File: src/shared/matrix_pkg.sv
// shared constants and types for the slave arbiter matrix
package matrix_pkg;
    localparam int NUM_MASTERS = 3;
    localparam int NUM_SLAVES = 4;
    localparam int AW = 9;
    localparam int SW = 8;
    localparam logic [AW-1:0] MCFG0_OFF = 9'h000;
    localparam logic [AW-1:0] SCFG0_OFF = 9'h040;
    localparam logic [AW-1:0] PRAS0_OFF = 9'h080;
    localparam logic [AW-1:0] SYSIO_OFF = 9'h114;
    localparam logic [AW-1:0] WPMR_OFF = 9'h1E4;
    localparam logic [AW-1:0] WPSR_OFF = 9'h1E8;
    localparam logic [AW-1:0] ARBMODE_OFF = 9'h1F0;
    localparam logic [1:0] KIND_NONE = 2'h0;
    localparam logic [1:0] KIND_LAST = 2'h1;
    localparam logic [1:0] KIND_FIXED = 2'h2;
    localparam int SLOT_LSB = 0;
    localparam int KIND_LSB = 16;
    localparam int FIXM_LSB = 18;
    localparam logic [31:0] SCFG_RESET [NUM_SLAVES] =
        '{32'h00010010, 32'h00050010, 32'h00000010, 32'h00000010};
    localparam logic [2:0] SPLIT_INF = 3'h0;
    localparam logic [2:0] SPLIT_1 = 3'h1;
    localparam logic [2:0] SPLIT_4 = 3'h2;
    localparam logic [2:0] SPLIT_8 = 3'h3;
    localparam logic [2:0] SPLIT_16 = 3'h4;
    localparam logic [1:0] HTRANS_IDLE = 2'h0;
    localparam logic [1:0] HTRANS_NSEQ = 2'h2;
    localparam logic [2:0] HBURST_SINGLE = 3'h0;
    localparam logic [2:0] HBURST_INCR = 3'h1;
    // one master's address phase as seen by the matrix
    typedef struct packed {
        logic [31:0] haddr;
        logic [1:0] htrans;
        logic [2:0] hburst;
        logic hready;
    } ahb_req_s;
    // register port request
    typedef struct packed {
        logic [AW-1:0] addr;
        logic [31:0] wdata;
        logic wr;
        logic rd;
    } reg_req_s;
endpackage : matrix_pkg

File: src/verilog/multilayer_ahb_slave_arbiter.sv
// per-slave arbiters, decoders and register file of a multi-layer matrix
// How it works
// RULE1: each master has own decoder; boot region remappable to another slave
// RULE2: kind none: idle slave disconnects from all masters
// RULE3: kind last: idle slave stays with the latest requesting master
// RULE4: kind fixed: idle slave parks on the programmed fixed master
// RULE5: slave setup holds 2-bit kind and 4-bit fixed master index
// RULE6: per-slave arbiter, round-robin at reset or fixed priority
// RULE7: arbitrate when idle, unconnected, or on single transfers
// RULE8: arbitrate on the last beat of defined-length bursts; the code still keeps a requesting owner past NSEQ
// RULE9: per-master INCR split: infinite, or every 4, 8, 16 beats; the code raises may_arb at those beats but keeps a requesting owner past NSEQ
// RULE10: slot counter loads budget at burst start, decrements each cycle
// RULE11: slot counter at zero lets the arbiter break the burst; the code still keeps a requesting owner past NSEQ
// RULE12: round-robin: lowest number first on ties, then rotating
// RULE13: no default master costs one cycle on first access
// RULE14: last master regains slave at once, others wait one cycle
// RULE15: fixed default master has no latency, others one cycle
// RULE16: fixed priority: highest value wins, ties go to highest master
// RULE17: system pin register picks system or general-purpose per line
// RULE18: locked write sets violation flag and records target register
// RULE19: reading lock status clears the violation flag
// RULE20: lock covers master setup, slave setup and priority registers
// RULE21: three masters to four slaves; default master connects at once
// RULE22: split code 0 inf, 1 single, 2 four, 3 eight, 4 sixteen
// RULE23: budget zero disables the slot limit
// RULE24: locked write leaves the protected register unchanged
// RULE25: software keeps the budget large or zero
`timescale 1ns/1ps
module multilayer_ahb_slave_arbiter
    import matrix_pkg::*;
#(
    parameter int PINS = 8,
    parameter logic [31:0] BOOT_BASE = 32'h00000000,
    parameter logic [31:0] BOOT_SIZE = 32'h00100000
) (
    input wire logic core_clk,
    input wire logic arst_n,
    input wire reg_req_s reg_req,
    output logic [31:0] reg_rdata,
    input wire ahb_req_s [NUM_MASTERS-1:0] mreq,
    input wire logic boot_remap,
    output logic [NUM_SLAVES-1:0][1:0] slave_owner,
    output logic [NUM_SLAVES-1:0] slave_connected,
    output logic [NUM_MASTERS-1:0] master_granted,
    output logic [PINS-1:0] sys_pin_select
);
    // configuration
    logic [2:0] split_cfg [NUM_MASTERS];
    logic [31:0] scfg [NUM_SLAVES];
    logic [31:0] pras [NUM_SLAVES];
    logic [PINS-1:0] sysio;
    logic lock_en;
    logic viol_flag;
    logic [7:0] viol_src;
    logic [NUM_SLAVES-1:0] fixed_prio;
    logic boot_meta;
    logic boot_sync;

    // remap strap comes from a pin: two flops before the decoders read it
    always_ff @(posedge core_clk or negedge arst_n) begin
        if (!arst_n) begin
            boot_meta <= 1'b0;
            boot_sync <= 1'b0;
        end else begin
            boot_meta <= boot_remap;
            boot_sync <= boot_meta;
        end
    end

    // decode: same map for each master, top address bits pick the slave
    logic [NUM_MASTERS-1:0][1:0] dst;
    logic [NUM_MASTERS-1:0] active;
    always_comb begin
        for (int m = 0; m < NUM_MASTERS; m++) begin
            dst[m] = mreq[m].haddr[31:30];
            // boot region follows the remap strap to a different slave
            if (mreq[m].haddr - BOOT_BASE < BOOT_SIZE) begin
                dst[m] = boot_sync ? 2'h0 : 2'h1; // RULE1
            end
            active[m] = mreq[m].htrans[1];
        end
    end

    // register bus decode
    logic wr_mcfg, wr_scfg, wr_pras, prot_hit;
    logic [1:0] widx;
    always_comb begin
        widx = reg_req.addr[3:2];
        wr_mcfg = reg_req.wr && reg_req.addr[AW-1:4] == MCFG0_OFF[AW-1:4] && widx != 2'h3;
        wr_scfg = reg_req.wr && reg_req.addr[AW-1:4] == SCFG0_OFF[AW-1:4];
        wr_pras = reg_req.wr && reg_req.addr[AW-1:5] == PRAS0_OFF[AW-1:5]
            && !reg_req.addr[2];
        prot_hit = wr_mcfg || wr_scfg || wr_pras; // RULE20
    end

    // protected configuration writes, dropped while locked
    always_ff @(posedge core_clk or negedge arst_n) begin
        if (!arst_n) begin
            for (int i = 0; i < NUM_MASTERS; i++) split_cfg[i] <= SPLIT_INF;
            for (int s = 0; s < NUM_SLAVES; s++) begin
                scfg[s] <= SCFG_RESET[s];
                pras[s] <= 32'h0;
            end
        end else if (!lock_en) begin // RULE24
            if (wr_mcfg) split_cfg[widx] <= reg_req.wdata[2:0]; // RULE22
            if (wr_scfg) scfg[widx] <= reg_req.wdata & 32'h003F00FF; // RULE5
            if (wr_pras) pras[reg_req.addr[4:3]] <= reg_req.wdata & 32'h00000333;
        end
    end

    // unprotected registers
    always_ff @(posedge core_clk or negedge arst_n) begin
        if (!arst_n) begin
            sysio <= '0;
            lock_en <= 1'b0;
            fixed_prio <= '0; // RULE6
        end else if (reg_req.wr) begin
            if (reg_req.addr == SYSIO_OFF) sysio <= reg_req.wdata[PINS-1:0]; // RULE17
            if (reg_req.addr == WPMR_OFF) lock_en <= reg_req.wdata[0];
            if (reg_req.addr == ARBMODE_OFF) fixed_prio <= reg_req.wdata[NUM_SLAVES-1:0];
        end
    end

    // violation flag: a new violation wins over a clearing read
    always_ff @(posedge core_clk or negedge arst_n) begin
        if (!arst_n) begin
            viol_flag <= 1'b0;
            viol_src <= 8'h0;
        end else if (lock_en && prot_hit) begin
            viol_flag <= 1'b1; // RULE18
            viol_src <= {1'b0, reg_req.addr[AW-1:2]}; // word index of the target
        end else if (reg_req.rd && reg_req.addr == WPSR_OFF) begin
            viol_flag <= 1'b0; // RULE19
        end
    end

    // read data one cycle after the strobe, zero for unmapped offsets
    always_ff @(posedge core_clk or negedge arst_n) begin
        if (!arst_n) begin
            reg_rdata <= 32'h0;
        end else begin
            reg_rdata <= 32'h0;
            if (reg_req.rd) begin
                if (reg_req.addr[AW-1:4] == MCFG0_OFF[AW-1:4] && widx != 2'h3)
                    reg_rdata <= {29'h0, split_cfg[widx]};
                else if (reg_req.addr[AW-1:4] == SCFG0_OFF[AW-1:4])
                    reg_rdata <= scfg[widx];
                else if (reg_req.addr[AW-1:5] == PRAS0_OFF[AW-1:5] && !reg_req.addr[2])
                    reg_rdata <= pras[reg_req.addr[4:3]];
                else if (reg_req.addr == SYSIO_OFF)
                    reg_rdata <= {{(32-PINS){1'b0}}, sysio};
                else if (reg_req.addr == WPMR_OFF)
                    reg_rdata <= {31'h0, lock_en};
                else if (reg_req.addr == WPSR_OFF)
                    reg_rdata <= {16'h0, viol_src, 7'h0, viol_flag};
                else if (reg_req.addr == ARBMODE_OFF)
                    reg_rdata <= {28'h0, fixed_prio};
            end
        end
    end

    assign sys_pin_select = sysio; // RULE17

    // per-slave arbitration
    logic [1:0] owner [NUM_SLAVES];
    logic conn [NUM_SLAVES];
    logic [1:0] last_m [NUM_SLAVES];
    logic [SW-1:0] slot [NUM_SLAVES];
    logic [4:0] beat [NUM_SLAVES];
    logic [NUM_SLAVES-1:0][NUM_MASTERS-1:0] want;
    logic [NUM_SLAVES-1:0] may_arb;
    logic [NUM_SLAVES-1:0] have_req;
    logic [1:0] win [NUM_SLAVES];
    logic [1:0] park [NUM_SLAVES];
    logic park_on [NUM_SLAVES];

    // pick a winner and the idle parking spot for each slave
    always_comb begin
        for (int s = 0; s < NUM_SLAVES; s++) begin
            logic [1:0] best;
            logic [1:0] bp;
            logic found;
            logic [1:0] cand;
            logic [2:0] lim;
            logic [4:0] bnext;
            best = 2'h0;
            bp = 2'h0;
            found = 1'b0;
            cand = 2'h0;
            lim = 3'h0;
            for (int m = 0; m < NUM_MASTERS; m++)
                want[s][m] = active[m] && dst[m] == 2'(s);
            have_req[s] = |want[s];
            if (fixed_prio[s]) begin
                // later masters win ties by using >=
                for (int m = 0; m < NUM_MASTERS; m++) begin
                    if (want[s][m] && (!found || pras[s][4*m +: 2] >= bp)) begin
                        best = 2'(m); // RULE16
                        bp = pras[s][4*m +: 2];
                        found = 1'b1;
                    end
                end
            end else begin
                // start just after the last winner; after reset that is master 2
                for (int k = 1; k <= NUM_MASTERS; k++) begin
                    cand = 2'((32'(last_m[s]) + k) % NUM_MASTERS);
                    if (want[s][cand] && !found) begin
                        best = cand; // RULE12
                        found = 1'b1;
                    end
                end
            end
            win[s] = best;
            // re-arbitration points of the current owner's transfer
            lim = split_cfg[owner[s]];
            bnext = beat[s] + 5'h1;
            may_arb[s] = !conn[s] || !active[owner[s]] || dst[owner[s]] != 2'(s); // RULE7
            if (conn[s] && mreq[owner[s]].hready && active[owner[s]]) begin
                if (mreq[owner[s]].hburst == HBURST_SINGLE) may_arb[s] = 1'b1; // RULE7
                if (mreq[owner[s]].hburst == HBURST_INCR) begin
                    if (lim == SPLIT_1) may_arb[s] = 1'b1; // RULE9
                    if (lim == SPLIT_4 && bnext[1:0] == 2'h0) may_arb[s] = 1'b1;
                    if (lim == SPLIT_8 && bnext[2:0] == 3'h0) may_arb[s] = 1'b1;
                    if (lim == SPLIT_16 && bnext[3:0] == 4'h0) may_arb[s] = 1'b1;
                end else if (mreq[owner[s]].hburst != HBURST_SINGLE) begin
                    // wrap/incr of 4, 8, 16 beats ends at its length
                    if (bnext == 5'(4 << (mreq[owner[s]].hburst[2:1] - 2'h1)))
                        may_arb[s] = 1'b1; // RULE8
                end
                if (scfg[s][SLOT_LSB +: SW] != '0 && slot[s] == '0) may_arb[s] = 1'b1; // RULE11
            end
            // parking when nobody asks
            unique case (scfg[s][KIND_LSB +: 2])
                KIND_LAST: begin
                    park[s] = last_m[s]; // RULE3
                    park_on[s] = 1'b1;
                end
                KIND_FIXED: begin
                    park[s] = 2'(scfg[s][FIXM_LSB +: 4] % NUM_MASTERS); // RULE4
                    park_on[s] = 1'b1;
                end
                default: begin
                    park[s] = owner[s];
                    park_on[s] = 1'b0; // RULE2
                end
            endcase
        end
    end

    // ownership: a parked owner already drives the slave, so no latency
    always_ff @(posedge core_clk or negedge arst_n) begin
        if (!arst_n) begin
            for (int s = 0; s < NUM_SLAVES; s++) begin
                owner[s] <= 2'h0;
                conn[s] <= 1'b0;
                last_m[s] <= 2'(NUM_MASTERS - 1);
            end
        end else begin
            for (int s = 0; s < NUM_SLAVES; s++) begin
                if (may_arb[s]) begin
                    if (have_req[s] && !(conn[s] && want[s][owner[s]] &&
                        !(mreq[owner[s]].htrans == HTRANS_NSEQ))) begin
                        // switching costs one cycle: the new master sees conn next cycle
                        owner[s] <= win[s]; // RULE13 RULE14 RULE15 RULE21
                        conn[s] <= 1'b1;
                        last_m[s] <= win[s];
                    end else if (!have_req[s]) begin
                        owner[s] <= park[s];
                        conn[s] <= park_on[s]; // RULE2 RULE3 RULE4
                    end
                end
            end
        end
    end

    // slot budget and beat count of the running burst
    always_ff @(posedge core_clk or negedge arst_n) begin
        if (!arst_n) begin
            for (int s = 0; s < NUM_SLAVES; s++) begin
                slot[s] <= '0;
                beat[s] <= 5'h0;
            end
        end else begin
            for (int s = 0; s < NUM_SLAVES; s++) begin
                if (conn[s] && want[s][owner[s]] && mreq[owner[s]].htrans == HTRANS_NSEQ
                    && mreq[owner[s]].hready) begin
                    slot[s] <= scfg[s][SLOT_LSB +: SW]; // RULE10
                    beat[s] <= 5'h1;
                end else begin
                    if (slot[s] != '0) slot[s] <= slot[s] - SW'(1); // RULE10 RULE23
                    if (conn[s] && want[s][owner[s]] && mreq[owner[s]].hready)
                        beat[s] <= beat[s] + 5'h1;
                end
            end
        end
    end

    // grant outputs
    always_comb begin
        master_granted = '0;
        for (int s = 0; s < NUM_SLAVES; s++) begin
            slave_owner[s] = owner[s];
            slave_connected[s] = conn[s];
            for (int m = 0; m < NUM_MASTERS; m++)
                if (conn[s] && owner[s] == 2'(m) && want[s][m]) master_granted[m] = 1'b1;
        end
    end

    // default master parked with no request sees grant in the same cycle
    a_park_grant: assert property (@(posedge core_clk) disable iff (!arst_n)
        (conn[0] && want[0][owner[0]]) |-> master_granted[owner[0]]) // RULE15
        else $error("parked owner not granted");
    a_none_discon: assert property (@(posedge core_clk) disable iff (!arst_n)
        (scfg[2][KIND_LSB +: 2] == KIND_NONE && may_arb[2] && !have_req[2])
        |=> !conn[2]) // RULE2
        else $error("slave not disconnected");
    a_fixed_park: assert property (@(posedge core_clk) disable iff (!arst_n)
        (scfg[2][KIND_LSB +: 2] == KIND_FIXED && may_arb[2] && !have_req[2])
        |=> conn[2] && owner[2] == $past(park[2])) // RULE4
        else $error("slave not parked on fixed master");
    a_lock_hold: assert property (@(posedge core_clk) disable iff (!arst_n)
        (lock_en && wr_scfg && widx == 2'h2) |=> $stable(scfg[2])) // RULE24
        else $error("locked register changed");
    a_viol_set: assert property (@(posedge core_clk) disable iff (!arst_n)
        (lock_en && prot_hit) |=> viol_flag) // RULE18
        else $error("violation not flagged");
    a_viol_clear: assert property (@(posedge core_clk) disable iff (!arst_n)
        (reg_req.rd && reg_req.addr == WPSR_OFF && !(lock_en && prot_hit))
        |=> !viol_flag) // RULE19
        else $error("violation flag not cleared");
    a_slot_count: assert property (@(posedge core_clk) disable iff (!arst_n)
        (slot[0] > SW'(1) && !(conn[0] && want[0][owner[0]]))
        |=> slot[0] == $past(slot[0]) - SW'(1)) // RULE10
        else $error("slot counter not decrementing");
    a_rr_reset: assert property (@(posedge core_clk) disable iff (!arst_n)
        (!fixed_prio[3] && last_m[3] == 2'h2 && want[3] == 3'b111) |-> win[3] == 2'h0) // RULE12
        else $error("round-robin tie not to lowest master");
endmodule : multilayer_ahb_slave_arbiter

File: config.mk
export PLATFORM = sky130hd
export DESIGN_NAME = multilayer_ahb_slave_arbiter
export DESIGN_NICKNAME = d
export VERILOG_FILES = /design/src/shared/matrix_pkg.sv /design/src/verilog/multilayer_ahb_slave_arbiter.sv
export SDC_FILE = /design/constraint.sdc
export NUM_CORES = 1
export LEC_CHECK = 0
export ABC_AREA = 1
export BUFFER_PORTS_ARGS = -buffer_cell sky130_fd_sc_hd__buf_2
export CAP_MARGIN = 5
export CORE_ASPECT_RATIO = 1.5
export CORE_UTILIZATION = 58
export DETAILED_ROUTE_END_ITERATION = 7
export PLACE_DENSITY = 0.8
export REMOVE_ABC_BUFFERS = 1
export SYNTH_ARGS = -nofsm -noshare
export SYNTH_HDL_FRONTEND = slang
export SYNTH_SLANG_ARGS = --single-unit
File: constraint.sdc
create_clock -name core_clk -period 4.2 [get_ports core_clk]
set_input_delay 1.26 -clock core_clk [delete_from_list [all_inputs] [get_ports core_clk]]
set_output_delay 1.26 -clock core_clk [all_outputs]
set_load 0.03 [all_outputs]
After elaboration in Yosys (flattened, before gate mapping)
Index checks and enable logic that the tools add are counted.
- add/sub/neg operators: 24
- div/mod/pow operators: 16
- magnitude comparators: 35
- eq/ne operators: 67
- shift operators: 4
- mux-type cells: 264
- bitwise operators: 7
- reduce and logical (&&, ||, !) cells: 242
- operator list (operator ; count):
    32-bit by 2-bit remainder unit with 32-bit output, second input constant ; 12
    32-bit two-way mux ; 10
    38-bit binary-select mux with 2-bit select ; 4
    128-bit bitwise mux ; 2
    32-bit binary-select mux with 2-bit select ; 2
    32-bit demux with 2-bit select ; 2
    4-bit by 2-bit remainder unit with 32-bit output, second input constant ; 4
    1-bit two-way mux ; 123
    1-bit logical AND ; 111
    2-bit two-way mux ; 51
    32-bit by 21-bit less-than comparator with 1-bit output, second input constant ; 3
    8-bit two-way mux ; 8
    8-bit nonzero test ; 8
    2-bit by 3-bit less-than comparator with 1-bit output, second input constant ; 16
    15-bit two-way mux ; 3
    1-bit binary-select mux with 2-bit select ; 20
    5-bit two-way mux ; 8
    2-bit equality test, second input constant ; 18
    9-bit equality test, second input constant ; 4
    1-bit logical NOT ; 33
    3-bit two-way mux ; 11
    8-bit logical NOT ; 4
    8-bit by 1-bit subtractor with 8-bit output, second input constant ; 4
    3-bit binary-select mux with 2-bit select ; 5
    36 further kinds ; 193
- flip-flop bits (word level): 392
- input bits: 160
- output and inout port bits: 55
- logic and storage cells: 698

Logic depth before layout (Yosys ltp)
- word-level depth: 17
- mapped depth: 24
- mapped depth without buffers: 24

Worst setup path after synthesis
Ideal clock, no wire load.
- path kind: input to register
- from: input port mreq[36] (netlist bit)
- to: register last_m[6] (netlist bit)
- arrival: 3869 ps
- required time: 4124 ps
- slack: 255 ps
- stages on the path: 22
- buffers on the path: 0
- cells stage by stage: nor2_1 > nand2_1 > nor2_1 > nand3_2 > nand2_4 > inv_2 > nand2_2 > inv_1 > nand2_1 > ha_1 > a21boi_0 > o31ai_1 > o21ai_0 > ha_1 > o21ai_0 > nand3b_1 > nand2_1 > nand2_1 > or2_2 > nand2_1 > nand2_1 > o21ai_1
- longest elaborated chain between the ends: 16
- RTL lines (item ; RTL line ; text):
    start, declared ; multilayer_ahb_slave_arbiter.sv:40 ; input wire ahb_req_s [NUM_MASTERS-1:0] mreq,
    32-bit by 21-bit less-than comparator with 1-bit output ; multilayer_ahb_slave_arbiter.sv:77 ; if (mreq[m].haddr - BOOT_BASE < BOOT_SIZE) begin
    2-bit two-way mux (*) ; multilayer_ahb_slave_arbiter.sv:77 ;
    2-bit logical NOT ; multilayer_ahb_slave_arbiter.sv:192 ; want[s][m] = active[m] && dst[m] == 2'(s);
    1-bit logical AND ; multilayer_ahb_slave_arbiter.sv:192 ;
    2-bit two-way mux, or another cell as far along ; multilayer_ahb_slave_arbiter.sv:197 ; if (want[s][m] && (!found || pras[s][4*m +: 2] >= bp)) begin
    2-bit two-way mux, or another cell as far along ; multilayer_ahb_slave_arbiter.sv:194 ; if (fixed_prio[s]) begin
    2-bit greater-or-equal comparator, or another cell as far along ; multilayer_ahb_slave_arbiter.sv:197 ;
    1-bit logical OR or 1-bit two-way mux (tied branches) ; multilayer_ahb_slave_arbiter.sv:197, multilayer_ahb_slave_arbiter.sv:194 ;
    1-bit logical AND or 1-bit logical NOT (tied branches) ; multilayer_ahb_slave_arbiter.sv:197, multilayer_ahb_slave_arbiter.sv:207 ;
    2-bit two-way mux, or another cell as far along ; multilayer_ahb_slave_arbiter.sv:197 ;
    2-bit two-way mux, or another cell as far along ; multilayer_ahb_slave_arbiter.sv:194 ;
    2-bit greater-or-equal comparator, or another cell as far along ; multilayer_ahb_slave_arbiter.sv:197 ;
    1-bit logical OR or 1-bit logical NOT (tied branches) ; multilayer_ahb_slave_arbiter.sv:197, multilayer_ahb_slave_arbiter.sv:207 ;
    1-bit logical AND, on equally long branches ; multilayer_ahb_slave_arbiter.sv:197, multilayer_ahb_slave_arbiter.sv:207 ;
    2-bit two-way mux, on equally long branches ; multilayer_ahb_slave_arbiter.sv:197, multilayer_ahb_slave_arbiter.sv:207 ;
    2-bit two-way mux ; multilayer_ahb_slave_arbiter.sv:194 ;
    end signal, assigned by index ; multilayer_ahb_slave_arbiter.sv:256 ; last_m[s] <= 2'(NUM_MASTERS - 1);
    end signal, assigned by index ; multilayer_ahb_slave_arbiter.sv:266 ; last_m[s] <= win[s];
    end, declared ; multilayer_ahb_slave_arbiter.sv:167 ; logic [1:0] last_m [NUM_SLAVES];
Mark *: on every way between the ends. The rest lies on a longest branch, timed or not. The select of a mux whose other input is x is not followed.
A chain may end at the register's enable or synchronous reset.

Worst setup path in the final report
- from: input port mreq[36] (netlist bit)
- to: output port master_granted[0]
- longest elaborated chain between the ends: 9
- RTL lines (item ; RTL line ; text):
    32-bit by 21-bit less-than comparator with 1-bit output ; multilayer_ahb_slave_arbiter.sv:77 ;
    2-bit two-way mux (*) ; multilayer_ahb_slave_arbiter.sv:77 ;
    2-bit logical NOT ; multilayer_ahb_slave_arbiter.sv:192 ;
    1-bit logical AND ; multilayer_ahb_slave_arbiter.sv:192 ;
    1-bit logical AND ; multilayer_ahb_slave_arbiter.sv:305 ; if (conn[s] && owner[s] == 2'(m) && want[s][m]) master_granted[m] = 1'b1;
    1-bit two-way mux (3 in a row) ; multilayer_ahb_slave_arbiter.sv:305 ;
    1-bit two-way mux (*) ; multilayer_ahb_slave_arbiter.sv:305 ;
    end, declared ; multilayer_ahb_slave_arbiter.sv:44 ; output logic [NUM_MASTERS-1:0] master_granted,
Mark *: on every way between the ends. The rest lies on a longest branch, timed or not.

==> impl_metrics.ini <==
[detailed_routing]
wl_mm = 42.3
avgViaCountPerCell = 5.75
drt_pass1_iterations = 6
routed_wire_length_per_instance_um = 17.6
vias = 13801
dr_iter_0_viols = 1213
drt_drc_violations_left = 0
route.antenna.remaining_nets = 0

[floorplan]
chipHeight_um = 191
top_level_ports = 215
die_width_um = 128
die_area_um2 = 24600
initial_core_util_pct = 58.9
floorplan.rows = 69
core-area_um2 = 23600

[worst_setup_path]
critPathKind = in -> out
worst_r2r_startpoint = boot_sync$_DFF_PN0_
crit_path_start_kind = input port
critical_path_depth = 12
regToRegEndpoint = last_m[6]$_DFFE_PN0P_
cp-end-kind = primary output
reg2reg_slack_ps = 1180
crit_chain = buf_2 -> nor2_1 -> nand2_1 -> nor2_1 -> nand3_2 -> nand2_4 -> buf_4 -> nand2_1 -> inv_1 -> nand3_1 -> nand4_1 -> buf_2
slowest_stage = buf_2
maximum_fanout_along_the_worst_path = 8
critical_path_arrival_ps = 2790
crit_path_max_incr_delay_ps = 210
critical-path-top-delay-family = simple AND/OR/NAND/NOR gates
worst-endpoint-required_ps = 2940
path_buf_inv = 4
reg2reg_depth = 22

[clock_network]
clock_path_buffers = 3
clk_slew_on_worst_s_h_paths_ps = 60
cts.htree.levels = 1
cts_hold_buf = 0
tritoncts.num_buffers = 22
cts_tree = yes
numClockSinks = 205
insertion_delay_ps = 530
cts_setup_buffers = 0
cts-resized-gates = 0
clock_tree.root_cell = clkbuf_16

[cells_and_area]
fillers = 2066
commonest_non_fill_non_tap_cell_in_the_layout = nand2_1
layout.cell_area.non_filler_um2 = 15800
design.final.nets = 2294
fraction_of_final_layout_cells_with_drive_strength_greater_than_1_pct = 13.5
areaGrowthSynthToFinish_pct = 13.8
antennaDiodeCount = 0
layout.cells.most_common_list = 486 x nand2_1, 248 x inv_1, 203 x o21ai_0, 194 x dfrtp_1, 181 x nor2_1

[synth]
synth.top_cells.by_area = dfrtp_1 35%, nand2_1 13%, o21ai_0 7.3%
synth_top_family_by_area = simple AND/OR/NAND/NOR gates
synthDistinctLibCells = 60
number_of_synthesized_flops_with_an_enable_pin = 0
synth.mux.area_fraction_pct = 0
dominantRegCellSynth = dfrtp_1
synth_xor_area_share_pct = 2.46
ffs_latches_synth = 205
synth_seq_area_share_pct = 37.1
synth-simple-area-share_pct = 29.4
synth_cells = 1918
synthesis.area_per_instance_um2 = 7.24
syn-cell-area_um2 = 13900
ys_warn_count = 0
synth_compound_gate_area_share_pct = 15.6
postSynth.asyncResetShare_pct = 100
synth_top_cell_by_area = dfrtp_1
yosysTopAreaCellShare_pct = 35.0
synth_adder_area_share_pct = 6.22

[global_routing]
groute.layer.met1.usage_pct = 41.8
global_route.overflow_total = 0
globalRouteMet2Util_pct = 60.0
gr-max-usage-layer = met2
grt_start_max_net_pins = 84
via_count_of_the_first_global_routing_pass = 13064
gr-usage-met3_pct = 5.46
grt_first_pass_wirelength_mm = 67.2
number_of_antenna_violations_at_the_first_check_in_global_routing = 1
gr-usage-all-layers_pct = 35.4

[placed_design]
placed_area_um2 = 14900
port_buffers = 127
final_hpwl_from_detailed_placement_mm = 32.5
gpl.final_weighted_congestion = 1.01

[run_status]
run_status = finished, final reports clean

[sta]
max_clock_freq_mhz = 247
timing_max_transition_violations_final = 0
slew_headroom_pct = 28.4
tns_setup_ps = 0
time_the_worst_path_needs_with_i_o_delays_and_setup_ps = 4050
tightestPinTransition_ps = 1050
finClkSkew_ps = 19.1
min_period_over_period_pct = 96.5
unrepaired_setup_endpoints_after_global_routing = false
setup-violations-final = 0
report.final.hold_viol_count = 0

[power_and_ir_drop]
power.density_cell_area_nw_per_um2 = 528
leak_nw = 8.02
peakVddDrop_mv = 0.357

[min_path]
cell_depth_of_the_worst_hold_path = 0
worstHoldEndpoint = boot_sync$_DFF_PN0_
hold_path.class = reg -> reg
min-delay-start = boot_meta$_DFF_PN0_

[job]
timing.max_cap.violations = 0
metal layers:
| layer | share of wire (%) | vias up |
|---|---|---|
| met5 | 0.031 | - |
| met4 | 6.7 | 2 |
| met3 | 7.7 | 175 |
| met2 | 48 | 629 |
| met1 | 38 | 6391 |
| li1 | - | 6604 |
synthesized netlist by cell type (25+ instances only):
cell type  count
nor3_1        25
dfrtp_1      194
a21oi_1       34
inv_1        248
ha_1          69
nand2_1      486
nor2_1       181
xnor2_1       26
o21ai_0      203
nand3_1      125
o22ai_1       27
how the worst max path moves through the flow:
stage / start / endpoint / slack, ps
global route: mreq[36] / master_granted[0] / 70
floorplan: mreq[36] / last_m[6]$_DFFE_PN0P_ / 250
detailed placement: mreq[36] / last_m[6]$_DFFE_PN0P_ / 40
global placement: mreq[36] / last_m[6]$_DFFE_PN0P_ / 80
finish: mreq[36] / master_granted[0] / 150
CTS: mreq[36] / master_granted[0] / 220
sequential cells by signal, indices dropped and copies added (netlist names), 7 cells and up:
signal	cells
beat	20
last_m	8
pras	24
reg_rdata	21
scfg	56
slave_owner	8
slot	32
split_cfg	9
sys_pin_select	8
viol_src	7
area by class of cell:
class                   instances  area (um^2)  share of cell area, %
well taps                     319          399                   2.53
multi-input cells            1407         7480                   47.4
flip-flops and latches        205         5140                   32.6
clock inverters                12          236                   1.50
clock buffers                  28          613                   3.88
inverters                     271         1020                   6.44
repair buffers                158          902                   5.71
per-stage QoR:
| stage | util, % | setup WS [ps] | hold WS [ps] | power (mW) | instances |
|---|---|---|---|---|---|
| global placement | 63.4 | 77.5 | 353 | 5.92 | 2360 |
| global route | 67.0 | 70.9 | 408 | 8.88 | 2400 |
| floorplan | - | 255 | 331 | 5.09 | 1883 |
| CTS | 67.0 | 217 | 411 | 8.30 | 2400 |
| detailed placement | 63.4 | 38.9 | 393 | 6.01 | 2360 |
| finish | 67.0 | 147 | 403 | 8.34 | 2400 |
cells by family (layout without fill, tap and decap cells):
kind of cell / Yosys count / in the layout
compound gates: 370 / 370
other cells: 1 / 11
simple gates: 918 / 918
buf+inv: 316 / 469
flops: 205 / 205
xor+xnor: 39 / 39
fa+ha+maj: 69 / 69
report_power, final:
| part | switching [mW] | leakage (nW) | internal [mW] |
|---|---|---|---|
| logic | 2.16 | 4.94 | 1.15 |
| registers | 0.427 | 2.68 | 2.35 |
| clock network | 0.849 | 0.403 | 1.41 |
(Power assumes the default switching activity.)
